<file path="src/hdl/mrs_pkg.sv">
// Package with operation codes, flag layout, widths and reset values for the execution unit
package mrs_pkg;

  // Data and program widths
  localparam int DATA_W = 8;
  localparam int PWORD_W = 16;
  localparam int PADDR_W = 12;
  localparam int BIT_SEL_W = 3;

  // Flag vector positions
  localparam int FLAG_C = 0;
  localparam int FLAG_AC = 1;
  localparam int FLAG_Z = 2;
  localparam int FLAG_OV = 3;
  localparam int FLAG_W = 4;

  // Reset values
  localparam logic [7:0] ACC_RST = 8'h00;
  localparam logic [3:0] FLAGS_RST = 4'h0;
  localparam logic [7:0] TABLE_HIGH_BYTE_RST = 8'h00;

  // Constant byte values
  localparam logic [7:0] ALL_ONES = 8'hff;
  localparam logic [7:0] ONE_BYTE = 8'h01;
  localparam logic [7:0] ZERO_BYTE = 8'h00;

  // Operation codes presented by the sequencer
  typedef enum logic [4:0] {
    OP_NONE = 5'h00,
    OP_ROT_LEFT_ACC = 5'h01,
    OP_ROT_LEFT_CARRY = 5'h02,
    OP_ROT_LEFT_CARRY_ACC = 5'h03,
    OP_ROT_RIGHT_MEM = 5'h04,
    OP_ROT_RIGHT_ACC = 5'h05,
    OP_ROT_RIGHT_CARRY = 5'h06,
    OP_ROT_RIGHT_CARRY_ACC = 5'h07,
    OP_SUB_BORROW = 5'h08,
    OP_SUB_BORROW_MEM = 5'h09,
    OP_SUB = 5'h0a,
    OP_SUB_MEM = 5'h0b,
    OP_SUB_IMM = 5'h0c,
    OP_DEC_SKIP = 5'h0d,
    OP_DEC_SKIP_ACC = 5'h0e,
    OP_INC_SKIP = 5'h0f,
    OP_INC_SKIP_ACC = 5'h10,
    OP_SKIP_ZERO = 5'h11,
    OP_MOVE_SKIP_ZERO = 5'h12,
    OP_SKIP_BIT_CLEAR = 5'h13,
    OP_SKIP_BIT_SET = 5'h14,
    OP_SET_BYTE = 5'h15,
    OP_SET_BIT = 5'h16,
    OP_SWAP_MEM = 5'h17,
    OP_SWAP_ACC = 5'h18,
    OP_TABLE_CUR = 5'h19,
    OP_TABLE_LAST = 5'h1a,
    OP_XOR = 5'h1b,
    OP_XOR_MEM = 5'h1c,
    OP_XOR_IMM = 5'h1d
  } mrs_op_t;

  // One instruction request from the sequencer
  typedef struct packed {
    mrs_op_t op;
    logic [7:0] mem_data;
    logic [7:0] imm;
    logic [2:0] bit_sel;
  } mrs_req_t;

  // Result of the arithmetic/logic stage
  typedef struct packed {
    logic [7:0] value;
    logic [3:0] flags;
    logic [3:0] flag_mask;
    logic to_acc;
    logic to_mem;
    logic skip;
    logic table_op;
  } mrs_res_t;

  // Execution sequence states
  typedef enum logic [2:0] {
    ST_IDLE = 3'b001,
    ST_FETCH = 3'b010,
    ST_DUMMY = 3'b100
  } mrs_state_t;

endpackage

</file>
<file path="src/hdl/mrs_sub8.sv">
// Eight-bit subtractor with inverted-borrow carry, half carry and overflow
`timescale 1ns/1ps
module mrs_sub8 (
  input wire logic [7:0] a_i,
  input wire logic [7:0] b_i,
  input wire logic carry_in_i,
  output logic [7:0] diff_o,
  output logic carry_o,
  output logic half_carry_o,
  output logic overflow_o
);
  logic [8:0] full_sum;
  logic [4:0] low_sum;

  // Subtract as a + ~b + c, so carry out is the inverted borrow
  assign full_sum = {1'b0, a_i} + {1'b0, ~b_i} + {8'h00, carry_in_i};
  assign low_sum = {1'b0, a_i[3:0]} + {1'b0, ~b_i[3:0]} + {4'h0, carry_in_i};
  assign diff_o = full_sum[7:0];
  assign carry_o = full_sum[8];
  assign half_carry_o = low_sum[4];
  // Signed overflow: operands differ in sign and result sign follows b
  assign overflow_o = (a_i[7] ^ b_i[7]) & (a_i[7] ^ full_sum[7]);
endmodule

</file>
<file path="src/hdl/mrs_table_addr.sv">
// Program-memory address former for current-page and last-page table reads
`timescale 1ns/1ps
module mrs_table_addr #(
  parameter int PADDR_W = 12
) (
  input wire logic [PADDR_W-1:0] pc_i,
  input wire logic [7:0] table_pointer_i,
  input wire logic last_page_i,
  output logic [PADDR_W-1:0] addr_o
);
  logic [PADDR_W-9:0] page;

  // Last page is all-ones upper bits; else the page of the running program
  assign page = last_page_i ? {(PADDR_W-8){1'b1}} : pc_i[PADDR_W-1:8];
  assign addr_o = {page, table_pointer_i};
endmodule

</file>
<file path="src/hdl/mrs_exec_unit.sv">
// Execution unit for rotate, subtract, skip, set, swap, table read and XOR operations
// Overview of operation
// - Rotate left into accumulator, memory kept
// - Rotate memory left through carry
// - Carry rotate left into accumulator only
// - Rotate memory right, flags untouched
// - Rotate right into accumulator, carry unused
// - Carry rotate right, memory or accumulator
// - Subtract with borrow into accumulator
// - Subtract with borrow into memory
// - Carry is inverted borrow on subtract
// - Plain subtract: accumulator, memory, immediate
// - Decrement memory, skip on zero
// - Decrement into accumulator, skip on zero
// - Increment, skip on zero, two forms
// - Skips take two cycles, dummy inserted
// - Skip when memory byte is zero
// - Copy to accumulator, skip if zero
// - Skip on selected bit clear or set
// - Set whole byte or one bit
// - Swap nibbles, memory or accumulator form
// - Current-page table read to memory, high
// - Last-page table read, same otherwise
// - XOR to accumulator or memory, zero only
`timescale 1ns/1ps
module mrs_exec_unit #(
  parameter int PADDR_W = mrs_pkg::PADDR_W
) (
  input wire logic core_clk_i,
  input wire logic rst_n_i,
  input wire logic issue_i,
  input wire mrs_pkg::mrs_req_t req_i,
  input wire logic [PADDR_W-1:0] pc_i,
  input wire logic [7:0] table_pointer_i,
  input wire logic [15:0] prog_word_i,
  output logic busy_o,
  output logic [7:0] accumulator_o,
  output logic [3:0] flags_o,
  output logic [7:0] table_high_byte_o,
  output logic mem_we_o,
  output logic [7:0] mem_wdata_o,
  output logic skip_o,
  output logic prog_re_o,
  output logic [PADDR_W-1:0] prog_addr_o,
  output logic done_o
);
  mrs_pkg::mrs_state_t state_reg;
  mrs_pkg::mrs_state_t state_next;
  logic [7:0] acc_reg;
  logic [3:0] flags_reg;
  logic [7:0] table_high_byte_reg;
  logic mem_we_reg;
  logic [7:0] mem_wdata_reg;
  logic skip_reg;
  logic prog_re_reg;
  logic [PADDR_W-1:0] prog_addr_reg;
  logic done_reg;
  logic table_last_reg;
  logic busy_reg;

  // Decoded operands
  wire mrs_pkg::mrs_op_t op = req_i.op;
  wire [7:0] mem = req_i.mem_data;
  wire carry = flags_reg[mrs_pkg::FLAG_C];
  wire is_imm = (op == mrs_pkg::OP_SUB_IMM) || (op == mrs_pkg::OP_XOR_IMM);
  wire [7:0] operand = is_imm ? req_i.imm : mem;
  wire is_borrow = (op == mrs_pkg::OP_SUB_BORROW) || (op == mrs_pkg::OP_SUB_BORROW_MEM);
  // Plain subtract acts as borrow-free: inverted-borrow input of 1
  wire sub_cin = is_borrow ? carry : 1'b1;

  logic [7:0] diff;
  logic sub_c;
  logic sub_ac;
  logic sub_ov;
  logic [PADDR_W-1:0] tbl_addr;

  // Shared subtractor for all subtract forms
  mrs_sub8 u_sub (
    .a_i(acc_reg),
    .b_i(operand),
    .carry_in_i(sub_cin),
    .diff_o(diff),
    .carry_o(sub_c),
    .half_carry_o(sub_ac),
    .overflow_o(sub_ov)
  );

  // Table address former
  mrs_table_addr #(.PADDR_W(PADDR_W)) u_taddr (
    .pc_i(pc_i),
    .table_pointer_i(table_pointer_i),
    .last_page_i(op == mrs_pkg::OP_TABLE_LAST),
    .addr_o(tbl_addr)
  );

  // Shifted, stepped and masked variants of the memory byte
  wire [7:0] rot_l = {mem[6:0], mem[7]};
  wire [7:0] rot_lc = {mem[6:0], carry};
  wire [7:0] rot_r = {mem[0], mem[7:1]};
  wire [7:0] rot_rc = {carry, mem[7:1]};
  wire [7:0] dec_v = mem - mrs_pkg::ONE_BYTE;
  wire [7:0] inc_v = mem + mrs_pkg::ONE_BYTE;
  wire [7:0] swap_v = {mem[3:0], mem[7:4]};
  wire [7:0] bit_mask = mrs_pkg::ONE_BYTE << req_i.bit_sel;
  wire [7:0] xor_v = acc_reg ^ operand;
  wire sel_bit = |(mem & bit_mask);

  // Result selection; flag_mask marks which flags the operation writes
  mrs_pkg::mrs_res_t res;
  always_comb begin
    res = '0;
    case (op)
      mrs_pkg::OP_ROT_LEFT_ACC: begin
        res.value = rot_l;
        res.to_acc = 1'b1;
      end
      mrs_pkg::OP_ROT_LEFT_CARRY: begin
        res.value = rot_lc;
        res.to_mem = 1'b1;
        res.flags[mrs_pkg::FLAG_C] = mem[7];
        res.flag_mask[mrs_pkg::FLAG_C] = 1'b1;
      end
      mrs_pkg::OP_ROT_LEFT_CARRY_ACC: begin
        res.value = rot_lc;
        res.to_acc = 1'b1;
        res.flags[mrs_pkg::FLAG_C] = mem[7];
        res.flag_mask[mrs_pkg::FLAG_C] = 1'b1;
      end
      mrs_pkg::OP_ROT_RIGHT_MEM: begin
        res.value = rot_r;
        res.to_mem = 1'b1;
      end
      mrs_pkg::OP_ROT_RIGHT_ACC: begin
        res.value = rot_r;
        res.to_acc = 1'b1;
      end
      mrs_pkg::OP_ROT_RIGHT_CARRY, mrs_pkg::OP_ROT_RIGHT_CARRY_ACC: begin
        res.value = rot_rc;
        res.to_mem = (op == mrs_pkg::OP_ROT_RIGHT_CARRY);
        res.to_acc = (op == mrs_pkg::OP_ROT_RIGHT_CARRY_ACC);
        res.flags[mrs_pkg::FLAG_C] = mem[0];
        res.flag_mask[mrs_pkg::FLAG_C] = 1'b1;
      end
      mrs_pkg::OP_SUB_BORROW, mrs_pkg::OP_SUB_BORROW_MEM, mrs_pkg::OP_SUB,
      mrs_pkg::OP_SUB_MEM, mrs_pkg::OP_SUB_IMM: begin
        res.value = diff;
        res.to_mem = (op == mrs_pkg::OP_SUB_BORROW_MEM)
          || (op == mrs_pkg::OP_SUB_MEM);
        res.to_acc = !res.to_mem;
        res.flags[mrs_pkg::FLAG_C] = sub_c;
        res.flags[mrs_pkg::FLAG_AC] = sub_ac;
        res.flags[mrs_pkg::FLAG_OV] = sub_ov;
        res.flags[mrs_pkg::FLAG_Z] = (diff == mrs_pkg::ZERO_BYTE);
        res.flag_mask = 4'hf;
      end
      mrs_pkg::OP_DEC_SKIP, mrs_pkg::OP_DEC_SKIP_ACC: begin
        res.value = dec_v;
        res.to_mem = (op == mrs_pkg::OP_DEC_SKIP);
        res.to_acc = (op == mrs_pkg::OP_DEC_SKIP_ACC);
        res.skip = (dec_v == mrs_pkg::ZERO_BYTE);
      end
      mrs_pkg::OP_INC_SKIP, mrs_pkg::OP_INC_SKIP_ACC: begin
        res.value = inc_v;
        res.to_mem = (op == mrs_pkg::OP_INC_SKIP);
        res.to_acc = (op == mrs_pkg::OP_INC_SKIP_ACC);
        res.skip = (inc_v == mrs_pkg::ZERO_BYTE);
      end
      mrs_pkg::OP_SKIP_ZERO: begin
        res.value = mem;
        res.skip = (mem == mrs_pkg::ZERO_BYTE);
      end
      mrs_pkg::OP_MOVE_SKIP_ZERO: begin
        res.value = mem;
        res.to_acc = 1'b1;
        res.skip = (mem == mrs_pkg::ZERO_BYTE);
      end
      mrs_pkg::OP_SKIP_BIT_CLEAR: begin
        res.value = mem;
        res.skip = !sel_bit;
      end
      mrs_pkg::OP_SKIP_BIT_SET: begin
        res.value = mem;
        res.skip = sel_bit;
      end
      mrs_pkg::OP_SET_BYTE: begin
        res.value = mrs_pkg::ALL_ONES;
        res.to_mem = 1'b1;
      end
      mrs_pkg::OP_SET_BIT: begin
        res.value = mem | bit_mask;
        res.to_mem = 1'b1;
      end
      mrs_pkg::OP_SWAP_MEM, mrs_pkg::OP_SWAP_ACC: begin
        res.value = swap_v;
        res.to_mem = (op == mrs_pkg::OP_SWAP_MEM);
        res.to_acc = (op == mrs_pkg::OP_SWAP_ACC);
      end
      mrs_pkg::OP_TABLE_CUR, mrs_pkg::OP_TABLE_LAST: begin
        res.table_op = 1'b1;
      end
      mrs_pkg::OP_XOR, mrs_pkg::OP_XOR_MEM, mrs_pkg::OP_XOR_IMM: begin
        res.value = xor_v;
        res.to_mem = (op == mrs_pkg::OP_XOR_MEM);
        res.to_acc = !res.to_mem;
        res.flags[mrs_pkg::FLAG_Z] = (xor_v == mrs_pkg::ZERO_BYTE);
        res.flag_mask[mrs_pkg::FLAG_Z] = 1'b1;
      end
      default: begin
        res = '0;
      end
    endcase
  end

  // Instruction accepted only when idle; busy back-pressures the sequencer
  wire take = issue_i && (state_reg == mrs_pkg::ST_IDLE);
  wire skip_take = take && res.skip;
  wire table_take = take && res.table_op;
  wire [3:0] flags_upd = (flags_reg & ~res.flag_mask) | (res.flags & res.flag_mask);

  // Sequencer: skip and table reads take a second cycle
  always_comb begin
    case (state_reg)
      mrs_pkg::ST_IDLE: begin
        if (skip_take) begin
          state_next = mrs_pkg::ST_DUMMY;
        end else if (table_take) begin
          state_next = mrs_pkg::ST_FETCH;
        end else begin
          state_next = mrs_pkg::ST_IDLE;
        end
      end
      mrs_pkg::ST_FETCH: state_next = mrs_pkg::ST_IDLE;
      mrs_pkg::ST_DUMMY: state_next = mrs_pkg::ST_IDLE;
      default: state_next = mrs_pkg::ST_IDLE;
    endcase
  end

  // State and architectural registers
  always_ff @(posedge core_clk_i) begin
    if (!rst_n_i) begin
      state_reg <= mrs_pkg::ST_IDLE;
      busy_reg <= 1'b0;
      acc_reg <= mrs_pkg::ACC_RST;
      flags_reg <= mrs_pkg::FLAGS_RST;
      table_high_byte_reg <= mrs_pkg::TABLE_HIGH_BYTE_RST;
    end else begin
      state_reg <= state_next;
      // Registered copy so the busy output leaves a flop, not a compare
      busy_reg <= (state_next != mrs_pkg::ST_IDLE);
      if (take && res.to_acc) begin
        acc_reg <= res.value;
      end
      if (take) begin
        flags_reg <= flags_upd;
      end
      // Program word arrives one cycle after the address
      if (state_reg == mrs_pkg::ST_FETCH) begin
        table_high_byte_reg <= prog_word_i[15:8];
      end
    end
  end

  // Output strobes; memory written at most once per instruction
  always_ff @(posedge core_clk_i) begin
    if (!rst_n_i) begin
      mem_we_reg <= 1'b0;
      mem_wdata_reg <= mrs_pkg::ZERO_BYTE;
      skip_reg <= 1'b0;
      prog_re_reg <= 1'b0;
      prog_addr_reg <= '0;
      done_reg <= 1'b0;
      table_last_reg <= 1'b0;
    end else begin
      mem_we_reg <= (take && res.to_mem) || (state_reg == mrs_pkg::ST_FETCH);
      mem_wdata_reg <= (state_reg == mrs_pkg::ST_FETCH) ? prog_word_i[7:0] : res.value;
      skip_reg <= skip_take;
      prog_re_reg <= table_take;
      if (table_take) begin
        prog_addr_reg <= tbl_addr;
        table_last_reg <= (op == mrs_pkg::OP_TABLE_LAST);
      end
      done_reg <= (take && !res.skip && !res.table_op) || (state_next == mrs_pkg::ST_IDLE
        && state_reg != mrs_pkg::ST_IDLE);
    end
  end

  assign busy_o = busy_reg;
  assign accumulator_o = acc_reg;
  assign flags_o = flags_reg;
  assign table_high_byte_o = table_high_byte_reg;
  assign mem_we_o = mem_we_reg;
  assign mem_wdata_o = mem_wdata_reg;
  assign skip_o = skip_reg;
  assign prog_re_o = prog_re_reg;
  assign prog_addr_o = prog_addr_reg;
  assign done_o = done_reg;
endmodule

</file>
<file path="config.mk">
export PLATFORM = sky130hd
export DESIGN_NAME = mrs_exec_unit
export DESIGN_NICKNAME = d
export VERILOG_FILES = /design/src/hdl/mrs_pkg.sv /design/src/hdl/mrs_sub8.sv /design/src/hdl/mrs_table_addr.sv /design/src/hdl/mrs_exec_unit.sv
export SDC_FILE = /design/constraint.sdc
export NUM_CORES = 1
export LEC_CHECK = 0
export BUFFER_PORTS_ARGS = -buffer_cell sky130_fd_sc_hd__buf_4
export CORE_MARGIN = 2
export CORE_UTILIZATION = 53
export CTS_CLUSTER_SIZE = 20
export DETAILED_ROUTE_END_ITERATION = 7
export MAX_ROUTING_LAYER = met4
export PLACE_DENSITY = 0.78
export SKIP_CTS_REPAIR_TIMING = 1
export SLEW_MARGIN = 20
export SYNTH_ARGS = -nofsm -noshare
export SYNTH_HDL_FRONTEND = slang
export SYNTH_SLANG_ARGS = --single-unit
</file>
<file path="constraint.sdc">
create_clock -name core_clk_i -period 4.42 [get_ports core_clk_i]
set_input_delay 0.221 -clock core_clk_i [delete_from_list [all_inputs] [get_ports core_clk_i]]
set_output_delay 0.221 -clock core_clk_i [all_outputs]
set_load 0.05 [all_outputs]
</file>
Word level (Yosys, flattened, before mapping):

Cells that the tools add are included.

* flip-flop bits (word level): 48
* input bits: 63
* output and inout port bits: 45

* add/sub/neg operators: 6
* eq/ne operators: 34
* shift operators: 1
* multiplexer cells: 19
* bitwise gates (word level): 12
* reductions and logical operators: 39

Operator list (count)
* $pmux W8 S12: 1
* $eq A5 B5 Y1 const B: 14
* $eq A5 B4 Y1 const B: 8
* $logic_not A8 Y1: 5
* $eq A5 B3 Y1 const B: 4
* $mux W8: 2
* $reduce_or A2 Y1: 8
* $reduce_or A8 Y1: 2
* $pmux W1 S7: 2
* $reduce_or A4 Y1: 3
* $eq A5 B2 Y1 const B: 2
* $add A8 B8 Y9: 1
* $add A9 B1 Y9: 1
* $reduce_or A9 Y1: 1
* $add A8 B1 Y8 const B: 1
* $and A4 B4 Y4: 2
* $and A8 B8 Y8: 1
* $logic_and A1 B1 Y1: 8
* $not A4 Y4: 2
* $not A8 Y8: 1
* $or A8 B8 Y8: 1
* $shl A1 B3 Y8 const A: 1
* $sub A8 B1 Y8 const B: 1
* $xor A8 B8 Y8: 1
* 20 further kinds: 38

Logic depth before layout (Yosys ltp):

Gate-level depths: netlist of run 1.

* depth after elaboration: 11
* gate-level depth with buffers: 15
* mapped depth without buffers: 12

By module:

A second synthesis of run 1 with hierarchy kept.

* cells, all modules: 521
* area, all modules: 4007.6 um^2

By module, submodules not included
* mrs_exec_unit: times used 1, cells an instance 452, area an instance 3499.6 um^2, seq. area each 960.9 um^2
* mrs_sub8: times used 1, cells an instance 57, area an instance 422.9 um^2, seq. area each 0.0 um^2
* mrs_table_addr: times used 1, cells an instance 12, area an instance 85.1 um^2, seq. area each 0.0 um^2

Least setup slack after synthesis of run 1:

OpenSTA, ideal clock, no wires.

* path kind: input to register
* start point: input req_i[20] in the netlist's numbering
* end point: register mem_wdata_reg[4], in the netlist mem_wdata_o[4]
* arrival time: 3.209 ns
* data required time: 4.287 ns
* slack: 1.078 ns
* cell stages on the path: 15
* buffers on the path: 4
* path through: buf_2 -> buf_2 -> clkbuf_1 -> and4b_1 -> buf_2 -> mux2i_1 -> fa_1 -> inv_1 -> fa_1 -> nor2b_1 -> o21a_1 -> nor2_1 -> a311o_1 -> nor4_1 -> a21oi_1

* longest elaborated chain between the ends: 8
* elaborated cells on any way between the ends: 46

RTL lines
* start, declared: RTL line mrs_exec_unit.sv:32 `input wire mrs_pkg::mrs_req_t req_i,`
* $eq A5 B4 Y1 or $eq A5 B5 Y1 (tied branches): RTL line mrs_exec_unit.sv:65, mrs_exec_unit.sv:112
* $logic_or A1 B1 Y1: RTL line mrs_exec_unit.sv:65 `wire is_imm = (op == mrs_pkg::OP_SUB_IMM) || (op == mrs_pkg::OP_XOR_IMM);`
* $mux W8: RTL line mrs_exec_unit.sv:66 `wire [7:0] operand = is_imm ? req_i.imm : mem;`
* $not A8 Y8: RTL line mrs_sub8.sv:16 `assign full_sum = {1'b0, a_i} + {1'b0, ~b_i} + {8'h00, carry_in_i};`
* $add A8 B8 Y9: RTL line mrs_sub8.sv:16
* $add A9 B1 Y9: RTL line mrs_sub8.sv:16
* $pmux W8 S12 *: RTL line mrs_exec_unit.sv:112 `case (op)`
* $mux W8 *: RTL line mrs_exec_unit.sv:275 `mem_wdata_reg <= (state_reg == mrs_pkg::ST_FETCH) ? prog_word_i[7:0] : res.value;`
* end signal, assigned: RTL line mrs_exec_unit.sv:267 `mem_wdata_reg <= mrs_pkg::ZERO_BYTE;`
* end signal, assigned: RTL line mrs_exec_unit.sv:275
* end, declared: RTL line mrs_exec_unit.sv:53 `logic [7:0] mem_wdata_reg;`

Every way passes the cells marked *; elsewhere a longest branch is shown, timed or not.
A chain may end at the register's enable or synchronous reset.

Worst setup path in the final report of run 1:

* start point: input req_i[23] in the netlist's numbering
* end point: register mem_wdata_reg[4], in the netlist mem_wdata_o[4]

The elaborated chain is that of the path after synthesis.

==> impl_metrics.py, run 1 <==
metrics = {
    "synth": {
        "synth_fa_ha_area_share_pct": 5.32,
        "synth-simple-area-share_pct": 26.6,
        "synth-compound-area-share_pct": 27.1,
        "syn_nets": 580,
        "synth_edf_count": 0,
        "synth-seq-cells": 48,
        "async_reset_ff_share_pct": 0,
        "synth-xor-area-share_pct": 4.37,
        "synthCells": 502,
        "synth_cell_types": 76,
        "synth_area_leader_cell": "dfxtp_1",
        "synth_top_area_share_pct": 25.2,
        "avgSynthCellArea_sq_um": 7.59,
        "ys_seq_area_share_pct": 25.2,
        "yosys_warnings": 0,
        "netlist_area_sq_um": 3810,
        "synth_ff_type": "dfxtp_1",
        "synth_top_family_by_area": "compound AO/OA/AOI/OAI gates",
        "synth_mux_area_share_pct": 4.60,
        "synth.area.top_cells": "dfxtp_1 (25%), a21oi_1 (5.5%), nand2_1 (4.9%)",
    },
    "floorplan": {
        "ios": 108,
        "start_util_pct": 55.4,
        "core_area_sq_um": 6870,
        "fp-row-count": 30,
        "fp.dieH_um": 88.8,
        "dieArea_sq_um": 7880,
        "die_w_um": 88.8,
    },
    "sta": {
        "skew_ns": 0.00586,
        "whs_ns": 0.152,
        "period_needed_ns": 3.37,
        "finalCritPeriodShare_pct": 76.3,
        "finalMaxSlewViolations": 0,
        "hold_viol_final": 0,
        "clock.fmax_mhz": 297,
        "finalSetupTns_ns": 0,
        "setup_viol": 0,
        "rsz0062_at_grt": "no",
        "worst_pin_slew_ns": 0.856,
        "slew_headroom_pct": 42.7,
    },
    "setup_path": {
        "end_kind": "flop",
        "start_kind": "primary input",
        "critical_path_class": "in -> reg",
        "reg2reg_slack_ns": 1.51,
        "cp_data_required_time_ns": 4.60,
        "worstRegToRegCells": 11,
        "arrival_ns": 3.56,
        "crit_fanout": 34,
    },
    "min_path": {
        "hold_depth": 3,
        "hp-class": "in -> reg",
        "min_to": "table_high_byte_o[3]$_SDFFE_PN0P_",
        "hold_start": "prog_word_i[11]",
    },
    "pwr": {
        "p_seq_share_pct": 37.8,
        "cellPowerDensity_nw_per_um2": 267,
        "power_frac_comb_pct": 35.5,
        "internal_power_uw": 782,
        "p_switching_uw": 444,
        "power_switching_share_pct": 36.2,
        "p_leak_nw": 1.88,
        "peakVddDrop_mv": 0.187,
        "fin_total_pwr_mw": 1.23,
        "clockPowerShare_pct": 26.7,
    },
    "clocking": {
        "cts_buffers": 5,
        "htree_levels": 2,
        "cts_sinks": 48,
        "clk_pin_slew_ns": 0.09,
        "clock_tree.root_cell": "clkbuf_8",
        "cts_tree": "built",
        "clock_path_buffers": 2,
        "clock_latency_ns": 0.31,
    },
    "routing": {
        "drcViolationCount": 0,
        "via_per_inst": 6.18,
        "ant_nets": 0,
        "dr_total_vias": 4087,
        "drt-pass1-iter-count": 5,
        "wl_per_cell_um": 18.1,
        "drt_iter0_markers": 328,
        "wl_um": 12000,
    },
    "grt": {
        "grt_pass1_vias": 3692,
        "grt_pass1_wl_um": 18500,
        "antenna_found_initial": 0,
        "grt_max_degree": 35,
        "track_usage_pct": 31.0,
        "grt_overflow": 0,
    },
    "status": {
        "outcome": "finished, final reports clean",
    },
    "finish": {
        "diodes": 0,
        "drive_gt1_share_pct": 22.7,
        "fin_nets": 642,
        "area_growth_pct": 20.7,
        "largest_register_ffs": 12,
    },
    "place": {
        "hpwl_um": 8810,
        "io_buffers": 99,
        "place.gp.congestion": 0.968,
    },
    "job": {
        "cap_viol_max_count": 0,
    },
}
## layout make-up
type / instances / area [sq um]
multi-input cells: 396 / 2600
fillers: 643 / 2270
flip-flops and latches: 48 / 961
repair buffers: 100 / 751
well taps: 96 / 120
clock buffers: 5 / 68.8
inverters: 13 / 48.8
clock inverters: 3 / 46.3
## how the worst max path moves through the flow
| stage | to | slack (ns) | from | cells past startpoint |
|---|---|---|---|---|
| 2_1_floorplan | mem_wdata_o[4]$_SDFF_PN0_ | 1.08 | req_i[20] | 15 |
| 3_3_place_gp | accumulator_o[4]$_SDFFE_PN0P_ | 0.85 | req_i[23] | 14 |
| 3_5_place_dp | accumulator_o[4]$_SDFFE_PN0P_ | 0.76 | req_i[23] | 14 |
| 4_1_cts | accumulator_o[4]$_SDFFE_PN0P_ | 1.10 | req_i[23] | 14 |
| 5_1_grt | accumulator_o[4]$_SDFFE_PN0P_ | 0.84 | req_i[23] | 14 |
| 6_report | mem_wdata_o[4]$_SDFF_PN0_ | 1.05 | req_i[23] | 14 |
## cell usage after synthesis (all sizes together), types with 3 or more instances
master	count
nor4	6
a21oi	42
buf	23
a211oi	8
mux2i	13
or4	3
a31oi	4
and3b	5
a21o	6
nand3	19
a2111oi	5
nor2b	13
ha	13
a41o	3
nor3	20
nand2b	4
nand2	50
dfxtp	48
o21ai	34
or3b	4
nor2	41
nor3b	3
xor2	10
o21a	6
o32ai	3
or3	4
o211ai	8
inv	13
nand3b	5
and3	3
nand4	7
clkbuf	22
xnor2	9
o22ai	3
## placed cells by master, fill, tap and decap left out, types with 4 or more instances in the layout
| master | instances |
|---|---|
| dfxtp_1 | 48 |
| nand2_1 | 50 |
| nand3b_1 | 5 |
| inv_1 | 12 |
| nor4_1 | 6 |
| ha_1 | 13 |
| a21o_1 | 6 |
| nor2_1 | 41 |
| clkbuf_8 | 5 |
| o21ai_0 | 32 |
| o21a_1 | 6 |
| nand4_1 | 7 |
| buf_4 | 100 |
| and3b_1 | 4 |
| o211ai_1 | 8 |
| a2111oi_0 | 5 |
| nand3_1 | 19 |
| nor2b_1 | 13 |
| nand2b_1 | 4 |
| a211oi_1 | 7 |
| xnor2_1 | 9 |
| a21oi_1 | 41 |
| a31oi_1 | 4 |
| xor2_1 | 10 |
| nor3_1 | 19 |
| mux2i_1 | 13 |
## cells by family (layout without fill, tap and decap cells)
logic type | count (synthesis) | after routing
buffers and inverters | 58 | 121
AO/OA/AOI/OAI | 151 | 151
adder cells (fa/ha/maj) | 15 | 15
flip-flops | 48 | 48
AND/OR/NAND/NOR | 195 | 195
XOR/XNOR | 19 | 19
multiplexers | 16 | 16
## power by group through the flow
stage	logic, mW	registers (mW)	clock network [mW]
2_1_floorplan	0.231	0.539	0
3_3_place_gp	0.422	0.473	0
3_5_place_dp	0.428	0.473	0
4_1_cts	0.430	0.464	0.330
5_1_grt	0.467	0.466	0.349
6_report	0.435	0.464	0.327
## routing by layer
metal,wire length (um),GRT usage (%),share of wire (%),up-vias
met3,951,5.88,7.9,16
li1,-,-,-,1956
met1,5340,42.5,45,1927
met4,112,5.51,0.94,0
met2,5560,48.0,46,188
met5,0,-,0,-
## through the flow
| stage | instance area, sq um | utilization [%] | setup WS (ns) | instances |
|---|---|---|---|---|
| CTS | 4590 | 66.8 | 1.10 | 661 |
| detailed placement | 4470 | 65.1 | 0.759 | 653 |
| global route | 4600 | 66.9 | 0.842 | 661 |
| floorplan | 3810 | - | 1.08 | 502 |
| global placement | 4470 | 65.1 | 0.850 | 653 |
| finish | 4600 | 66.9 | 1.05 | 661 |
## critical path, cell delays in order
cell	delay [ns]
buf_4	0.30
xnor2_1	0.15
and4b_1	0.20
buf_4	0.19
mux2i_1	0.31
fa_1	0.26
inv_1	0.06
fa_1	0.43
nor2b_1	0.14
o21a_1	0.19
nor2_1	0.10
a311o_1	0.33
nor4_1	0.52
a21oi_1	0.14
Note: power is estimated with default switching activity, not from simulation.
==> run 2, diff against run 1 <==
Settings changed: ABC_AREA set to 1, PLACE_DENSITY 0.78 to 0.79.
Clock period 4.42 ns to 3.2 ns, I/O delays scaled along.
==> run 2 against run 1 <==
Effect of this change:
- synthesized area fell by 3.3%
- design area fell by 0.16%
- die area decreased by 3.1%
- combinational power is 34% higher
- register-to-register slack got worse by 0.75 ns
- sequential power is 39% higher
- sequential share of layout area about the same
- clock skew shrank 0.0013 ns
- count of clock-buffer cells in the layout unchanged
- via count rose by 10%
- largest cell class unchanged
==> impl_metrics.py, run 2 <==
metrics = {
    "synth": {
        "synth_mux_area_share_pct": 0,
        "avgSynthCellArea_sq_um": 5.94,
        "netlist_area_sq_um": 3680,
        "synth-seq-cells": 48,
        "synth_ff_type": "dfxtp_1",
        "synthCells": 620,
        "synth_top_family_by_area": "simple AND/OR/NAND/NOR gates",
        "async_reset_ff_share_pct": 0,
        "syn_nets": 698,
        "synth_edf_count": 0,
        "ys_seq_area_share_pct": 26.1,
        "synth_common_cells": "nand2_1 (132), nor2_1 (128), inv_1 (54)",
        "synth_top_area_share_pct": 26.1,
        "synth-compound-area-share_pct": 16.1,
        "yosys.cell_count.top_type": "nand2_1",
        "yosys_warnings": 0,
        "synth.area.top_cells": "dfxtp_1 (26%), nand2_1 (13%), nor2_1 (13%)",
        "synth-xor-area-share_pct": 1.43,
        "synth-simple-area-share_pct": 42.0,
        "synth_cell_types": 37,
        "synth_area_leader_cell": "dfxtp_1",
        "synth_fa_ha_area_share_pct": 5.50,
    },
    "setup_path": {
        "end_kind": "flop",
        "crit_buf_inv": 4,
        "crit_fanout": 5,
        "cp_cell_sequence": "buf_4 > inv_2 > nor2_1 > nand3_1 > nand2_1 > nor2_1 > a21oi_1 > fa_1 > inv_1 > fa_1 > inv_1 > nand3_1 > nand2_1 > a21oi_1 > or2_2 > nand3_1 > nand3_1 > nor2_1 > nor2_1",
        "cpMaxStageDelayCell": "fa_1",
        "r2r-end": "accumulator_o[6]$_SDFFE_PN0P_",
        "arrival_ns": 2.91,
        "reg2reg_slack_ns": 0.76,
        "start_kind": "primary input",
        "worstRegToRegCells": 14,
        "path_delay_family": "simple AND/OR/NAND/NOR gates",
        "critical_path_class": "in -> reg",
        "max_stage_delay_ns": 0.39,
        "cp_data_required_time_ns": 3.40,
    },
    "finish": {
        "diodes": 0,
        "final_common_cell": "nand2_1",
        "largest_register_ffs": 12,
        "fin_nets": 785,
        "fill_cells": 655,
        "layout_common_cells": "nand2_1 (132), nor2_1 (128), buf_4 (102), inv_1 (54), nand3_1 (49)",
        "area_growth_pct": 24.5,
        "drive_gt1_share_pct": 18.9,
        "multi_input_area_sq_um": 2390,
        "seqCellArea_sq_um": 961,
    },
    "grt": {
        "grt_overflow": 0,
        "grt_max_degree": 31,
        "antenna_found_initial": 0,
        "grt_pass1_vias": 3972,
        "grt_pass1_wl_um": 19000,
        "track_usage_pct": 32.5,
    },
    "sta": {
        "period_needed_ns": 2.70,
        "worst_pin_slew_ns": 0.625,
        "rsz0062_at_grt": "no",
        "finalSetupTns_ns": 0,
        "hold_viol_final": 0,
        "skew_ns": 0.00459,
        "setup_viol": 0,
        "slew_headroom_pct": 58.2,
        "finalCritPeriodShare_pct": 84.4,
        "worst_slack_ns": 0.498,
        "clock.fmax_mhz": 370,
        "finalMaxSlewViolations": 0,
    },
    "clocking": {
        "cts_buffers": 5,
        "cts_sinks": 48,
        "clock_tree.root_cell": "clkbuf_8",
        "cts_tree": "built",
        "clk_pin_slew_ns": 0.09,
        "clock_path_buffers": 2,
        "clock_latency_ns": 0.31,
        "htree_levels": 2,
    },
    "min_path": {
        "hp-class": "in -> reg",
        "min_to": "prog_addr_o[4]$_SDFFE_PN0P_",
        "hold_depth": 3,
        "hold_start": "table_pointer_i[4]",
    },
    "floorplan": {
        "dieArea_sq_um": 7640,
        "die_w_um": 87.4,
        "fp-row-count": 30,
        "start_util_pct": 54.5,
        "fp.dieH_um": 87.4,
        "core_area_sq_um": 6760,
        "ios": 108,
    },
    "job": {
        "cap_viol_max_count": 0,
    },
    "pwr": {
        "p_leak_nw": 2.37,
        "peakVddDrop_mv": 0.343,
        "cellPowerDensity_nw_per_um2": 383,
    },
    "routing": {
        "ant_nets": 0,
        "via_per_inst": 5.72,
        "dr_total_vias": 4506,
        "drcViolationCount": 0,
        "drt-pass1-iter-count": 5,
        "wl_per_cell_um": 15.6,
        "drt_iter0_markers": 405,
        "wl_um": 12300,
    },
    "place": {
        "post-place-ws_ns": 0.215,
        "hpwl_um": 9520,
        "place.gp.congestion": 0.938,
        "io_buffers": 99,
    },
    "status": {
        "outcome": "finished, final reports clean",
    },
}
run 2: cell type report:
type	count	area share, %
Multi-Input combinational cell	489	52.2
Sequential cell	48	20.9
Timing Repair Buffer	102	16.7
Inverter	61	4.99
Tap cell	80	2.18
Clock buffer	5	1.50
Clock inverter	3	1.50
run 2: cells by family (layout without fill, tap and decap cells):
family | count (synthesis) | count (layout)
AO/OA/AOI/OAI | 107 | 107
XOR/XNOR | 6 | 6
adder cells (fa/ha/maj) | 15 | 15
buffers and inverters | 83 | 171
flip-flops | 48 | 48
AND/OR/NAND/NOR | 361 | 361
run 2: layer usage:
metal	part of all wire, %	track usage (%)	up-vias	wire length [um]
li1	-	-	2211	-
met4	2.1	8.39	0	259
met5	0	-	-	0
met1	41	43.4	2024	5080
met3	8.9	4.27	31	1090
met2	48	51.9	240	5870
run 2: how the worst max path moves through the flow:
| stage | startpoint | to | slack (ns) | depth (start not counted) |
|---|---|---|---|---|
| floorplan | req_i[23] | accumulator_o[6]$_SDFFE_PN0P_ | 0.38 | 18 |
| global placement | req_i[19] | mem_wdata_o[6]$_SDFF_PN0_ | 0.27 | 19 |
| detailed placement | req_i[19] | accumulator_o[6]$_SDFFE_PN0P_ | 0.21 | 19 |
| CTS | req_i[19] | accumulator_o[6]$_SDFFE_PN0P_ | 0.53 | 19 |
| global route | req_i[19] | mem_wdata_o[6]$_SDFF_PN0_ | 0.19 | 19 |
| finish | req_i[19] | accumulator_o[6]$_SDFFE_PN0P_ | 0.50 | 19 |
run 2: power breakdown:
part           total [mW]  internal [mW]  leakage, nW  switching, mW
clock network       0.533          0.315       0.0687          0.219
registers           0.644          0.626        0.391         0.0183
logic               0.582          0.191         1.91          0.391
run 2: tightest hold or removal path, cell delays in order:
cell    delay [ns]
buf_4         0.08
nor2_1        0.03
nor2_1        0.08
run 2: through the flow:
stage          cells  hold slack (ns)  util, %  area [sq um]  total power [mW]
2_1_floorplan    620            0.295        -          3680              1.04
3_3_place_gp     780            0.383     65.9          4450              1.22
3_5_place_dp     780            0.389     65.9          4450              1.23
4_1_cts          788           0.0651     67.9          4590              1.75
5_1_grt          788           0.0663     67.9          4590              1.84
6_report         788           0.0651     67.9          4590              1.76
==> run 3, diff against run 2 <==
Clock period 3.2 ns to 2.75 ns, I/O delays scaled along.
==> run 3 against run 2 <==
Effect of this change:
- first-iteration DRC count rose by 14%
- sequential share of layout area down 0.18 points
- sequential cell count unchanged
- global-route usage rose by 0.20 points
- core utilization is 0.59 points higher
- critical path type unchanged
- clock power is 16% lower
- combinational power increased by 18%
- setup slack got worse by 0.20 ns
- routed wire length decreased by 3.1%
- via count rose by 0.55%
- design area is 0.87% higher
- critical path depth decreased by 1
==> impl_metrics.py, run 3 (synthesized netlist as in run 2, its figures left out) <==
metrics = {
    "clocking": {
        "cts_sinks": 48,
        "htree_levels": 2,
        "cts_tree": "built",
        "cts_buffers": 5,
        "clock_path_buffers": 2,
        "clock_tree.root_cell": "clkbuf_8",
        "clk_pin_slew_ns": 0.09,
        "clock_latency_ns": 0.30,
    },
    "place": {
        "place_area_sq_um": 4530,
        "place.gp.congestion": 0.973,
        "placed_cells": 790,
        "io_buffers": 99,
        "hpwl_um": 9450,
    },
    "finish": {
        "layout_common_cells": "nand2_1 (131), nor2_1 (128), buf_4 (112), inv_1 (54), nand3_1 (49)",
        "final_common_cell": "nand2_1",
        "area_growth_pct": 25.6,
        "diodes": 0,
        "drive_gt1_share_pct": 20.3,
        "largest_register_ffs": 12,
        "fin_nets": 795,
        "fill_cells": 626,
        "final_area_sq_um": 4630,
        "fin_cells": 798,
    },
    "pwr": {
        "p_seq_share_pct": 39.8,
        "power_frac_comb_pct": 36.5,
        "internal_power_mw": 1.17,
        "fin_total_pwr_mw": 1.88,
        "clockPowerShare_pct": 23.7,
        "peakVddDrop_mv": 0.481,
        "p_leak_nw": 2.40,
        "p_switching_uw": 717,
        "cellPowerDensity_nw_per_um2": 407,
        "power_switching_share_pct": 38.1,
    },
    "sta": {
        "clock.fmax_mhz": 409,
        "whs_ns": 0.0531,
        "rsz0062_at_grt": "no",
        "skew_ns": 0.00313,
        "finalCritPeriodShare_pct": 89.0,
        "period_needed_ns": 2.45,
        "slew_headroom_pct": 59.3,
        "finalMaxSlewViolations": 0,
        "worst_pin_slew_ns": 0.611,
        "hold_viol_final": 0,
        "setup_viol": 0,
    },
    "grt": {
        "met1_usage_pct": 45.2,
        "grt_max_degree": 31,
        "antenna_found_initial": 0,
        "grt_pass1_vias": 4070,
        "gr-usage-met2_pct": 48.1,
        "track_usage_pct": 32.7,
        "grt_overflow": 0,
        "grt_most_used_layer": "met2",
        "use_met3_pct": 4.64,
        "grt_pass1_wl_um": 19400,
    },
    "setup_path": {
        "end_kind": "flop",
        "worstRegToRegCells": 14,
        "arrival_ns": 2.65,
        "cp_data_required_time_ns": 2.96,
        "start_kind": "primary input",
        "critical_path_class": "in -> reg",
        "crit_fanout": 6,
    },
    "routing": {
        "wl_um": 11900,
        "dr_total_vias": 4531,
        "drcViolationCount": 0,
        "ant_nets": 0,
        "drt_iter0_markers": 462,
        "wl_per_cell_um": 14.9,
        "drt-pass1-iter-count": 5,
        "via_per_inst": 5.68,
    },
    "min_path": {
        "hp-class": "in -> reg",
        "hold_depth": 3,
    },
    "floorplan": {
        "fp.dieH_um": 87.4,
        "start_util_pct": 54.5,
        "core_area_sq_um": 6760,
        "fp-row-count": 30,
        "dieArea_sq_um": 7640,
        "ios": 108,
        "die_w_um": 87.4,
    },
    "job": {
        "cap_viol_max_count": 0,
    },
    "status": {
        "outcome": "finished, final reports clean",
    },
}
[run 3: power groups by stage]
stage	sequential, mW	combinational (mW)	clock [mW]
global placement	0.764	0.666	0
global route	0.754	0.754	0.477
floorplan	0.875	0.336	0
detailed placement	0.766	0.675	0
CTS	0.749	0.680	0.453
finish	0.750	0.688	0.446
[run 3: worst max-delay path, stage by stage]
cell and delay [ns]:
buf_4 0.14, nor2_1 0.16, nand3_1 0.14, nand2_2 0.17, nor2_1 0.07, a21oi_2 0.15
fa_1 0.24, inv_1 0.06, fa_1 0.39, inv_1 0.07, nand3_1 0.08, nand2_1 0.14
a21oi_1 0.10, or2_2 0.29, nand3_1 0.09, nand3_1 0.09, nor2_1 0.10, nor2_1 0.04
[run 3: routing by layer]
layer,part of all wire (%),vias up
met2,45,222
met1,44,2041
met5,0,-
met4,3.4,0
li1,-,2229
met3,7.5,39
[run 3: cell type report]
| type | instances | area, sq um | area share, % |
|---|---|---|---|
| clock buffer | 6 | 82.6 | 1.78 |
| inverter | 61 | 229 | 4.95 |
| sequential | 48 | 961 | 20.8 |
| tap | 80 | 100 | 2.16 |
| clock inverter | 2 | 13.8 | 0.297 |
| timing repair buffer | 112 | 841 | 18.2 |
| multi-input combinational | 489 | 2400 | 51.9 |
[run 3: final timing paths]
| check | from | endpoint | slack, ns |
|---|---|---|---|
| setup / recovery | req_i[20] | accumulator_o[6]$_SDFFE_PN0P_ | 0.30 |
| hold / removal | table_pointer_i[2] | prog_addr_o[2]$_SDFFE_PN0P_ | 0.05 |
| setup reg to reg | flop | accumulator_o[6]$_SDFFE_PN0P_ | 0.37 |
| hold reg to reg | prog_addr_o[11]$_SDFFE_PN0P_ | prog_addr_o[11]$_SDFFE_PN0P_ | 0.47 |
[run 3: through the flow]
step	setup TNS (ns)	util, %	setup WS [ns]
finish	0	68.5	0.302
global route	0	68.5	0.00456
CTS	0	68.5	0.284
detailed placement	-0.0771	67.0	-0.0325
global placement	0	67.0	0.0406
floorplan	0	-	0.0169
